--- config.mk ---
export PLATFORM = sky130hd
export DESIGN_NAME = adc_ctrl
export DESIGN_NICKNAME = d
export VERILOG_FILES = /design/src/hw/adc_pkg.sv /design/src/hw/adc_ctrl.sv /design/src/hw/adc_hist_mem.sv
export SDC_FILE = /design/constraint.sdc
export NUM_CORES = 2
export LEC_CHECK = 0
export BUFFER_PORTS_ARGS = -buffer_cell sky130_fd_sc_hd__clkbuf_2
export CORE_UTILIZATION = 30
export DETAILED_ROUTE_END_ITERATION = 10
export SLEW_MARGIN = 20
export SYNTH_ARGS = -nofsm -noshare
export SYNTH_HDL_FRONTEND = slang
export SYNTH_HIERARCHICAL = 1
export SYNTH_SLANG_ARGS = --single-unit
--- constraint.sdc ---
create_clock -name mclk -period 5.3 [get_ports mclk]
set_clock_uncertainty 0.1 [all_clocks]
set_input_delay 1.325 -clock mclk [delete_from_list [all_inputs] [get_ports mclk]]
set_output_delay 1.325 -clock mclk [all_outputs]
set_load 0.05 [all_outputs]
--- src/hw/adc_pkg.sv ---
// Purpose: Shared constants and types for the eight-input converter control block
// Assumes: One module clock at 10 MHz; converter reports readings in span units
// Notes:   Span units put the range low end at 0 and the high end at 6000
package adc_pkg;

    // Channel and width figures
    localparam int CH_NUM = 8;
    localparam int CH_W = 3;
    localparam int WORD_W = 16;
    localparam int RNG_W = 3;
    localparam int HIST_DEPTH = 8;
    localparam int HIST_W = 3;
    localparam int MEM_AW = 6;
    localparam int SUM_W = 19;
    localparam int CNT_W = 4;
    localparam int AVG_SHIFT = 3;
    localparam int SW_NUM = 15;
    localparam int TICK_W = 14;

    // Switch positions in the synchronised switch vector
    localparam int SW_RANGE_BITS = 12;
    localparam int SW_AVG = 12;
    localparam int SW_FOUR = 13;
    localparam int SW_SOFT = 14;

    // Range codes, bit 0 is the first switch of a group
    localparam logic [2:0] RNG_V0_5 = 3'h0;
    localparam logic [2:0] RNG_V1_5 = 3'h1;
    localparam logic [2:0] RNG_V0_10 = 3'h2;
    localparam logic [2:0] RNG_VPM10 = 3'h3;
    localparam logic [2:0] RNG_I4_20 = 3'h4;
    localparam logic [2:0] RNG_I0_20 = 3'h5;

    // Output codes and limits
    localparam logic [15:0] BIP_OFS = 16'h0BB8;
    localparam logic [15:0] BIP_MIN = 16'hF31C;
    localparam logic [15:0] BIP_MAX = 16'h0CE4;
    localparam logic [15:0] UNI_LO = 16'h0000;
    localparam logic [15:0] UNI_HI = 16'h1770;
    localparam logic [15:0] UNI_MIN = 16'hFED4;
    localparam logic [15:0] UNI_MAX = 16'h189C;
    localparam logic [15:0] OPEN_THR = 16'hFED4;
    localparam logic [15:0] OPEN_CODE = 16'h7FFF;
    localparam logic [15:0] ZERO_CODE = 16'h0000;
    localparam logic [CNT_W-1:0] CNT_FULL = 4'h8;

    // Timing: one point per millisecond
    localparam int POINT_TIME_US = 1000;
    localparam int CLK_MHZ = 10;
    localparam int POINT_CYC = POINT_TIME_US * CLK_MHZ;

    // Sequencer states
    typedef enum logic [2:0]
    {
        ST_WAIT = 3'b001,
        ST_CONV = 3'b010,
        ST_HIST = 3'b100
    } adc_state_type;

endpackage

--- src/hw/adc_ctrl.sv ---
// Purpose: Range select, scaling, clamping, open-circuit code, averaging, result words
// Assumes: Converter on the module clock, reading in span units (0 low end, 6000 high)
// Notes:   Switch inputs are pins and pass a three-stage agreement synchroniser
`timescale 1ns/100ps
`default_nettype none
module adc_ctrl
    import adc_pkg::*;
#(
    parameter int unsigned POINT_CYC_P = adc_pkg::POINT_CYC
)
(
    input wire logic mclk, // Module clock, 10 MHz
    input wire logic rst, // Synchronous reset, high
    input wire logic [adc_pkg::SW_RANGE_BITS-1:0] range_sw, // Range switches, pins
    input wire logic avg_sw, // Averaging switch, pin
    input wire logic four_sw, // Input-count switch, pin
    input wire logic soft_en_sw, // Software range enable switch, pin
    input wire logic [adc_pkg::CH_NUM*adc_pkg::RNG_W-1:0] soft_range, // Per-input ranges
    input wire logic conv_done, // Converter result strobe
    input wire logic [adc_pkg::WORD_W-1:0] conv_raw, // Converter reading, span units
    output logic conv_start, // Start conversion pulse
    output logic [adc_pkg::CH_W-1:0] conv_ch, // Input being converted
    output logic [adc_pkg::RNG_W-1:0] conv_rng, // Range of that input
    output logic [adc_pkg::CH_NUM*adc_pkg::WORD_W-1:0] res_word, // Result words
    output logic [adc_pkg::CH_NUM-1:0] res_valid, // Word holds a result
    output logic res_upd, // Word update pulse
    output logic [adc_pkg::CH_W-1:0] res_idx, // Word index updated
    output logic four_mode, // Four-input mode active
    output logic range_bad // Last conversion had an invalid range code
);
    import adc_pkg::*;

    // Switch synchroniser
    logic [SW_NUM-1:0] sw_pin;
    logic [SW_NUM-1:0] s1_r, s2_r, s3_r, sw_r;
    logic [SW_NUM-1:0] sw_nxt;

    assign sw_pin = {soft_en_sw, four_sw, avg_sw, range_sw};

    genvar gi;
    generate
        for (gi = 0; gi < SW_NUM; gi++)
        begin : g_sync
            always_comb
            begin
                sw_nxt[gi] = (s2_r[gi] == s3_r[gi]) ? s3_r[gi] : sw_r[gi];
            end
        end
    endgenerate

    always_ff @(posedge mclk)
    begin
        if (rst)
        begin
            s1_r <= '0;
            s2_r <= '0;
            s3_r <= '0;
            sw_r <= '0;
        end
        else
        begin
            s1_r <= sw_pin;
            s2_r <= s1_r;
            s3_r <= s2_r;
            sw_r <= sw_nxt;
        end
    end

    // Range per input: pair switches or per-input software value
    logic [RNG_W-1:0] rng_sel [CH_NUM];
    generate
        for (gi = 0; gi < CH_NUM; gi++)
        begin : g_rng
            assign rng_sel[gi] = sw_r[SW_SOFT] ? soft_range[gi*RNG_W +: RNG_W]
                                               : sw_r[(gi/2)*RNG_W +: RNG_W];
        end
    endgenerate

    // Sequencer and result state
    adc_state_type state_r, state_nxt;
    logic [TICK_W-1:0] tick_r, tick_nxt;
    logic [CH_W-1:0] ch_r, ch_nxt;
    logic start_r, start_nxt;
    logic [RNG_W-1:0] rng_r, rng_nxt;
    logic [WORD_W-1:0] samp_r, samp_nxt;
    logic open_r, open_nxt;
    logic bad_r, bad_nxt;
    logic [CH_NUM*WORD_W-1:0] word_r, word_nxt;
    logic [CH_NUM-1:0] valid_r, valid_nxt;
    logic upd_r, upd_nxt;
    logic [CH_W-1:0] idx_r, idx_nxt;
    logic four_r, four_nxt;
    logic signed [SUM_W-1:0] sum_r [CH_NUM];
    logic signed [SUM_W-1:0] sum_nxt [CH_NUM];
    logic [HIST_W-1:0] ptr_r [CH_NUM];
    logic [HIST_W-1:0] ptr_nxt [CH_NUM];
    logic [CNT_W-1:0] cnt_r [CH_NUM];
    logic [CNT_W-1:0] cnt_nxt [CH_NUM];

    // History memory ports
    logic mem_we;
    logic [MEM_AW-1:0] mem_waddr, mem_raddr;
    logic [WORD_W-1:0] mem_rdata;

    adc_hist_mem adc_hist_mem_inst
    (
        .mclk(mclk),
        .rst(rst),
        .wr_en(mem_we),
        .wr_addr(mem_waddr),
        .wr_data(samp_r),
        .rd_addr(mem_raddr),
        .rd_data(mem_rdata)
    );

    // Scaling temporaries
    logic signed [WORD_W:0] raw_s, scl_s, lo_s, hi_s;
    logic [WORD_W-1:0] clamp_v;
    logic is_bip, is_valid, has_open;
    logic tick;
    logic signed [SUM_W-1:0] sum_new, old_s;
    logic [CNT_W-1:0] cnt_new;
    logic [CH_W-1:0] widx;
    logic [WORD_W-1:0] out_v;

    assign tick = (tick_r == '0);
    assign mem_raddr = {ch_r, ptr_r[ch_r]};
    assign mem_waddr = {ch_r, ptr_r[ch_r]};
    assign mem_we = (state_r == ST_HIST);

    // Scale and clamp the converter reading for the current range
    always_comb
    begin
        raw_s = signed'({conv_raw[WORD_W-1], conv_raw});
        is_bip = (rng_r == RNG_VPM10);
        is_valid = (rng_r == RNG_V0_5) || (rng_r == RNG_V1_5) || (rng_r == RNG_V0_10)
                   || is_bip || (rng_r == RNG_I4_20) || (rng_r == RNG_I0_20);
        has_open = (rng_r == RNG_V1_5) || (rng_r == RNG_I4_20);
        if (is_bip)
        begin
            scl_s = raw_s - signed'({1'b0, BIP_OFS});
            lo_s = signed'({BIP_MIN[WORD_W-1], BIP_MIN});
            hi_s = signed'({BIP_MAX[WORD_W-1], BIP_MAX});
        end
        else
        begin
            scl_s = raw_s + signed'({1'b0, UNI_LO});
            lo_s = signed'({UNI_MIN[WORD_W-1], UNI_MIN});
            hi_s = signed'({UNI_MAX[WORD_W-1], UNI_MAX});
        end
        if (scl_s < lo_s)
            clamp_v = lo_s[WORD_W-1:0];
        else if (scl_s > hi_s)
            clamp_v = hi_s[WORD_W-1:0];
        else
            clamp_v = scl_s[WORD_W-1:0];
    end

    // Sequencer, averaging and result words
    always_comb
    begin
        state_nxt = state_r;
        tick_nxt = tick ? TICK_W'(POINT_CYC_P - 1) : tick_r - 1'b1;
        ch_nxt = ch_r;
        start_nxt = 1'b0;
        rng_nxt = rng_r;
        samp_nxt = samp_r;
        open_nxt = open_r;
        bad_nxt = bad_r;
        word_nxt = word_r;
        valid_nxt = valid_r;
        upd_nxt = 1'b0;
        idx_nxt = idx_r;
        four_nxt = sw_r[SW_FOUR];
        sum_nxt = sum_r;
        ptr_nxt = ptr_r;
        cnt_nxt = cnt_r;
        old_s = (cnt_r[ch_r] == CNT_FULL) ? SUM_W'(signed'(mem_rdata)) : '0;
        sum_new = sum_r[ch_r] + SUM_W'(signed'(samp_r)) - old_s;
        cnt_new = (cnt_r[ch_r] == CNT_FULL) ? CNT_FULL : cnt_r[ch_r] + 1'b1;
        widx = four_r ? (ch_r >> 1) : ch_r;
        if (sw_r[SW_AVG])
            out_v = sum_new[AVG_SHIFT +: WORD_W];
        else
            out_v = samp_r;
        if (open_r)
            out_v = OPEN_CODE;
        if (four_r)
            valid_nxt[CH_NUM-1:CH_NUM/2] = '0;
        unique case (state_r)
            ST_WAIT:
            begin
                if (tick)
                begin
                    start_nxt = 1'b1;
                    rng_nxt = rng_sel[ch_r];
                    state_nxt = ST_CONV;
                end
            end
            ST_CONV:
            begin
                if (conv_done)
                begin
                    bad_nxt = !is_valid;
                    samp_nxt = is_valid ? clamp_v : ZERO_CODE;
                    open_nxt = is_valid && has_open
                               && (raw_s < signed'({OPEN_THR[WORD_W-1], OPEN_THR}));
                    state_nxt = ST_HIST;
                end
                else if (tick)
                    state_nxt = ST_WAIT;
            end
            ST_HIST:
            begin
                sum_nxt[ch_r] = sum_new;
                ptr_nxt[ch_r] = ptr_r[ch_r] + 1'b1;
                cnt_nxt[ch_r] = cnt_new;
                if (!sw_r[SW_AVG] || open_r || (cnt_new == CNT_FULL))
                begin
                    word_nxt[widx*WORD_W +: WORD_W] = out_v;
                    valid_nxt[widx] = 1'b1;
                    upd_nxt = 1'b1;
                    idx_nxt = widx;
                end
                if (four_r)
                    ch_nxt = {ch_r[CH_W-1:1] + 1'b1, 1'b0};
                else
                    ch_nxt = ch_r + 1'b1;
                state_nxt = ST_WAIT;
            end
            default:
                state_nxt = ST_WAIT;
        endcase
        if (four_r != sw_r[SW_FOUR])
        begin
            ch_nxt = '0;
            state_nxt = ST_WAIT;
            start_nxt = 1'b0; // No start whose answer would be dropped
            rng_nxt = rng_r;
        end
    end

    // Register the sequencer and results
    always_ff @(posedge mclk)
    begin
        if (rst)
        begin
            state_r <= ST_WAIT;
            tick_r <= '0;
            ch_r <= '0;
            start_r <= 1'b0;
            rng_r <= RNG_V0_5;
            samp_r <= ZERO_CODE;
            open_r <= 1'b0;
            bad_r <= 1'b0;
            word_r <= '0;
            valid_r <= '0;
            upd_r <= 1'b0;
            idx_r <= '0;
            four_r <= 1'b0;
            for (int i = 0; i < CH_NUM; i++)
            begin
                sum_r[i] <= '0;
                ptr_r[i] <= '0;
                cnt_r[i] <= '0;
            end
        end
        else
        begin
            state_r <= state_nxt;
            tick_r <= tick_nxt;
            ch_r <= ch_nxt;
            start_r <= start_nxt;
            rng_r <= rng_nxt;
            samp_r <= samp_nxt;
            open_r <= open_nxt;
            bad_r <= bad_nxt;
            word_r <= word_nxt;
            valid_r <= valid_nxt;
            upd_r <= upd_nxt;
            idx_r <= idx_nxt;
            four_r <= four_nxt;
            sum_r <= sum_nxt;
            ptr_r <= ptr_nxt;
            cnt_r <= cnt_nxt;
        end
    end

    // Outputs straight from flip-flops
    assign conv_start = start_r;
    assign conv_ch = ch_r;
    assign conv_rng = rng_r;
    assign res_word = word_r;
    assign res_valid = valid_r;
    assign res_upd = upd_r;
    assign res_idx = idx_r;
    assign four_mode = four_r;
    assign range_bad = bad_r;

endmodule
`default_nettype wire

--- src/hw/adc_hist_mem.sv ---
// Purpose: Sample history memory for the moving mean, eight samples per input
// Assumes: One write and one read port on the module clock
// Notes:   Read data come out of a register one clock after the address
`timescale 1ns/100ps
`default_nettype none
module adc_hist_mem
    import adc_pkg::*;
(
    input wire logic mclk, // Module clock
    input wire logic rst, // Synchronous reset, high
    input wire logic wr_en, // Write strobe
    input wire logic [adc_pkg::MEM_AW-1:0] wr_addr, // Write address
    input wire logic [adc_pkg::WORD_W-1:0] wr_data, // Write data
    input wire logic [adc_pkg::MEM_AW-1:0] rd_addr, // Read address
    output logic [adc_pkg::WORD_W-1:0] rd_data // Registered read data
);
    import adc_pkg::*;

    logic [WORD_W-1:0] mem [CH_NUM*HIST_DEPTH];
    logic [WORD_W-1:0] rd_data_r;
    logic [WORD_W-1:0] rd_data_nxt;

    // Read path
    always_comb
    begin
        rd_data_nxt = mem[rd_addr];
    end

    always_ff @(posedge mclk)
    begin
        if (rst)
            rd_data_r <= ZERO_CODE;
        else
            rd_data_r <= rd_data_nxt;
    end

    // Write path, array holds no reset
    always_ff @(posedge mclk)
    begin
        if (wr_en)
            mem[wr_addr] <= wr_data;
    end

    assign rd_data = rd_data_r;

endmodule
`default_nettype wire

Word level (Yosys, flattened, before mapping)
Memories as Yosys holds them, arrays and structs flattened. A register that Yosys moved wholly into a read port is not among the register bits.
Index checks and enable logic that the tools add are counted.

storage, ports and cells
  memory bits (writable) = 1024
  register bits = 451
  output and inout bits = 149
  bits in latches = 0
  input port bits = 58
  bits in read-only memories = 0
  memories kept = 1
  logic and storage cells = 189

memory list
  name                   depth  bits a word  rd ports  clocked after memory_dff  write ports  line                RTL
  adc_hist_mem_inst.mem  64     16           1         1                         1            adc_hist_mem.sv:19  logic [WORD_W-1:0] mem [CH_NUM*HIST_DEPTH];

cells by class
  shifts and indexed selects = 2
  equality and inequality tests = 28
  bitwise logic cells = 5
  $lt $le $gt $ge = 7
  reductions and logical operators = 24
  $add $sub $neg = 9
  divide/modulo/power cells = 0
  multipliers = 0
  multiplexer cells = 56

operator list
  cell                                                     count
  bitwise mux 152 bit                                      1
  bitwise mux 128 bit                                      1
  variable shift 16 x 34 -> 128 bit, first input constant  1
  indexed part select 16 x 34 -> 128 bit                   1
  2-to-1 mux 16 bit                                        5
  2-to-1 mux 19 bit                                        4
  binary-select mux 19 bit (select 3 bit)                  1
  demux 19 bit (select 3 bit)                              1
  2-to-1 mux 3 bit                                         18
  negation 7 -> 34 bit                                     1
  bitwise mux 32 bit                                       1
  bitwise mux 24 bit                                       1
  2-to-1 mux 4 bit                                         5
  adder 19 x 16 -> 19 bit                                  1
  subtractor 19 bit                                        1
  binary-select mux 3 bit (select 3 bit)                   2
  > comparator 17 bit                                      1
  < comparator 17 bit                                      1
  2-to-1 mux 17 bit                                        1
  subtractor 16 x 13 -> 17 bit, second input constant      1
  < comparator 16 x 10 -> 1 bit, second input constant     1
  2-to-1 mux 8 bit                                         2
  equality test 1 bit                                      15
  zero test 14 bit                                         1
  35 further kinds                                         63

Depth between registers and ports, before layout
  word-level depth = 11
  gate-level depth with buffers = 21
  mapped depth without buffers = 19

Modules after synthesis
Netlist, hierarchy kept.

by module, submodules not included
  module        area each (sq um)  times used  cells an instance
  adc_hist_mem  39778.2            1           1764
  adc_ctrl      20835.0            1           2386

Least setup slack after synthesis
OpenSTA, ideal clock, no wires.

  path type = reg2reg
  from = register ch_r[1] (netlist: conv_ch[1])
  to = register word_r[61] (netlist: res_word[61])
  stages on the path, launching flop included = 18
  period minus slack after synthesis = 5.635 ns
  setup slack = -0.335 ns
  setup time = 0.149 ns
  arrival time = 5.386 ns
  cells stage by stage = dfxtp_1 buf_6 buf_2 buf_1 clkbuf_1 clkbuf_1 mux4_2 mux2i_1 fa_1 fa_1 nand2b_1 a211oi_1 nor2_1 a31oi_1 o21a_1 o211ai_1 a211oi_1 o21ai_0

between the ends
  word-level cells in the longest chain between the ends = 11

RTL lines
  what                                                                              line             RTL
  start: declaration                                                                adc_ctrl.sv:82   logic [CH_W-1:0] ch_r, ch_nxt;
  start signal: assignment                                                          adc_ctrl.sv:272  ch_r <= ch_nxt;
  parallel branches: the longest is 11 deep, another holds adder 19 x 16 -> 19 bit  n/a
  end signal: assignment                                                            adc_ctrl.sv:278  word_r <= word_nxt;
  end: declaration                                                                  adc_ctrl.sv:88   logic [CH_NUM*WORD_W-1:0] word_r, word_nxt;

Several ways; the timed one is not identified. The select of a mux whose other input is x is not followed.
A chain may end at the register's enable or synchronous reset.

Final worst setup path
  from = register ch_r[0] (netlist: conv_ch[0])
  to = register word_r[126] (netlist: res_word[126])

The elaborated chain is that of the path after synthesis.

==> qor.csv <==
metric;value;unit
status;finished clean;
synth_top_cell_area_share;0.5073;
leakage;21.00;nW
max-slew-margin-rel;0.3043;
avgSynthCellArea;14.61;um^2
synthAdderAreaFrac;0.01482;
die_y;451.5;um
yosys_warnings;6;
cts_tree;built;
drc;0;
max_stage_delay;0.54;ns
cts_max_path_buffers;3;
powerDensity;330.3;nW/um^2
synth.most_common_cell;edfxtp_1;
synth_common_cells;edfxtp_1, dfxtp_1, nand2_1;
initial_core_util;0.3027;
critical_path.most_common_cell;buf_4;
routed_wl;163.5;mm
worst_hold_path_type;reg2reg;
yosysTopAreaCell;edfxtp_1;
port_buffers;206;
area_growth;15.55;%
cp_data_required_time;5.82;ns
fin_crit;5.067;ns
crit_slowest_cell;mux4_2;
dpl_cell_area;65280;um^2
grt_start_max_net_pins;164;
maxCapViolations;0;
clkSinkCount;1491;
pre_cts_ws;-0.1034;ns
synth_seq_area_share;0.6615;
setup_viol;0;
vias;36859;
fill_cells;19236;
rsz0062_at_grt;false;
end_kind;flop;
grt_first_pass_wirelength;242.4;mm
die_w;451.5;um
root_buffer;clkbuf_16;
grtUsageTotal;0.1576;
yosys.area_share.simple;0.08849;
cp_data_arrival_time;5.59;ns
path_class;reg2reg;
finalHoldViolCount;0;
synthCells;4150;
stdcell_area;70040;um^2
synthMuxAreaShare;0.1339;
worstPathCellList;mux4_2 -> mux2i_2 -> ha_2 -> nand2_1 -> o22ai_2 -> buf_4 -> and2_1 -> fa_1 -> inv_1 -> ha_1 -> a2111oi_1 -> o21ai_1 -> a221o_1 -> a211oi_4 -> o21ai_2 -> xor2_2 -> a211oi_2 -> buf_4 -> o32ai_1;
setup_ws;0.2332;ns
synthArstFlopShare;0;
syn_nets;4269;
htreeDepth;4;
yosys_most_used_dff;edfxtp_1;
drive_gt1_frac;0.2198;
ir_worst_vdd;274.0;uV
overflow;0;
num_rows;164;
first_pass_iters;8;
placeableCoreArea;200300;um^2
cp_max_fo;8;
synth_top_family_by_area;multiplexers;
fmax;197.4;MHz
cp-startpoint;conv_ch[0];
clk_latency;0.79;ns
vias_per_cell;5.126;
r2r-start;conv_ch[0];
routedWlPerCell;22.74;um
ys_ff_latch;1491;
synth_compound_area_frac;0.07002;
slew_violations;0;
grt_pass1_vias;36265;
drt_iter0_drc;4162;
synthXorXnorAreaFrac;0.004934;
hold_path.startpoint;s1_r[1];
dieArea;203800;um^2
startpoint_type;flop;
worst_pin_slew;1.044;ns
finalWeightedCongestion;0.8861;
synth_cell_types;91;
drtAntennaViolNets;0;
final_nets;4539;
ioPinCount;207;
yosys-top-cells-area;edfxtp_1, dfxtp_1, mux4_2;
period_share;0.9560;
dp_hpwl;101.0;mm
cts.clk_slew.worst_paths;0.06;ns
synth_edf_count;1024;
syn-cell-area;60610;um^2
grt_antenna_before_repair;10;
cts_buffers;147;
fin_util;0.3497;
==> state kept, by name (all words and copies together), names as in the netlist, 3 cells and up <==
name                       cells
sum_r                        152
res_idx                        3
adc_hist_mem_inst/mem       1024
adc_hist_mem_inst/rd_data     16
conv_rng                       3
s2_r                          15
res_word                     128
tick_r                        14
sw_r                          15
res_valid                      8
conv_ch                        3
cnt_r                         32
samp_r                        16
s1_r                          15
s3_r                          15
ptr_r                         24
state_r                        3
==> cell families (layout without fill, tap and decap cells) <==
logic type,Yosys count,after routing
DFF,1491,1491
and+or+nand+nor,1145,1145
AOI/OAI and AO/OA,677,677
muxes,404,404
buffers and inverters,340,722
adders and majority gates,61,61
xor gates and xnor gates,32,32
other,0,3
==> routing by layer <==
| metal | vias to the layer above | track usage | routed length (um) |
|---|---|---|---|
| li1 | 16325 | - | - |
| met1 | 18841 | 0.2167 | 70150 |
| met2 | 1423 | 0.2531 | 76870 |
| met3 | 270 | 0.02722 | 12020 |
| met4 | 0 | 0.04952 | 4454 |
| met5 | - | 0 | 0 |
==> final cells by class <==
type / count / area, um^2 / share of cell area
sequential: 1491 / 40130 / 0.5729
clock buffer: 190 / 3963 / 0.05658
multi-input combinational: 2319 / 19050 / 0.2720
timing repair buffer: 391 / 2615 / 0.03734
antenna: 3 / 7.507 / 0.0001072
tap: 2656 / 3323 / 0.04745
clock inverter: 71 / 693.2 / 0.009897
inverter: 70 / 262.8 / 0.003751
==> final timing paths <==
check / slack (ns) / to / cells after the start
max: 0.23 / res_word[126] / 19
min: 0.34 / s2_r[1] / 1
min reg2reg: 0.34 / s2_r[1] / 1
max reg2reg: 0.23 / res_word[126] / 19
==> layout by cell type, fill, tap and decap left out, drive strengths merged, types with 23 or more instances in the layout <==
cell type and n:
edfxtp 1024, dfxtp 467, nand2 440, clkbuf 395, nor2 321, mux4 319
a21oi 262, buf 186, o21ai 122, nand3b 85, mux2i 79, inv 78
a211oi 75, nor2b 69, clkinv 50, nand3 47, ha 43, o22ai 38
nand2b 37, o31ai 28, and2 26, nor3 25, xnor2 24, a22oi 23
==> metrics by stage <==
stage / power (W) / hold slack (ns) / cells / setup TNS [ns]
2_1_floorplan: 0.01294 / 0.3138 / 4150 / 0
3_3_place_gp: 0.01308 / 0.3162 / 6921 / -0.09238
3_5_place_dp: 0.01310 / 0.3284 / 6921 / -0.6096
4_1_cts: 0.02328 / 0.3392 / 7185 / 0
5_1_grt: 0.02377 / 0.3518 / 7190 / 0
6_report: 0.02313 / 0.3371 / 7191 / 0
==> where the power goes <==
group          leakage [nW]  total, W  switching (W)  internal (W)
registers              11.7    0.0124      0.0000369        0.0123
clock network          2.27    0.0103        0.00450       0.00579
logic                  7.02  0.000468       0.000291      0.000177
==> repair_timing <==
item                                    4_1_cts  5_1_grt
endpoints found under the setup margin       14       87
gates cloned                                  0        0
setup buffers                                 3        3
gates resized for setup                       2       12
pin swaps                                     1        5
hold buffers                                  0        0
==> critical path, delay by kind of cell, from the launching register on <==
kind | cells | cell delay [ns]
AO/OA/AOI/OAI | 8 | 1.88
XOR/XNOR | 1 | 0.16
adder cells (fa/ha/maj) | 3 | 0.89
buffers and inverters | 3 | 0.48
flip-flops | 1 | 0.42
multiplexers | 2 | 0.73
AND/OR/NAND/NOR | 2 | 0.25
(Power assumes the default switching activity.)
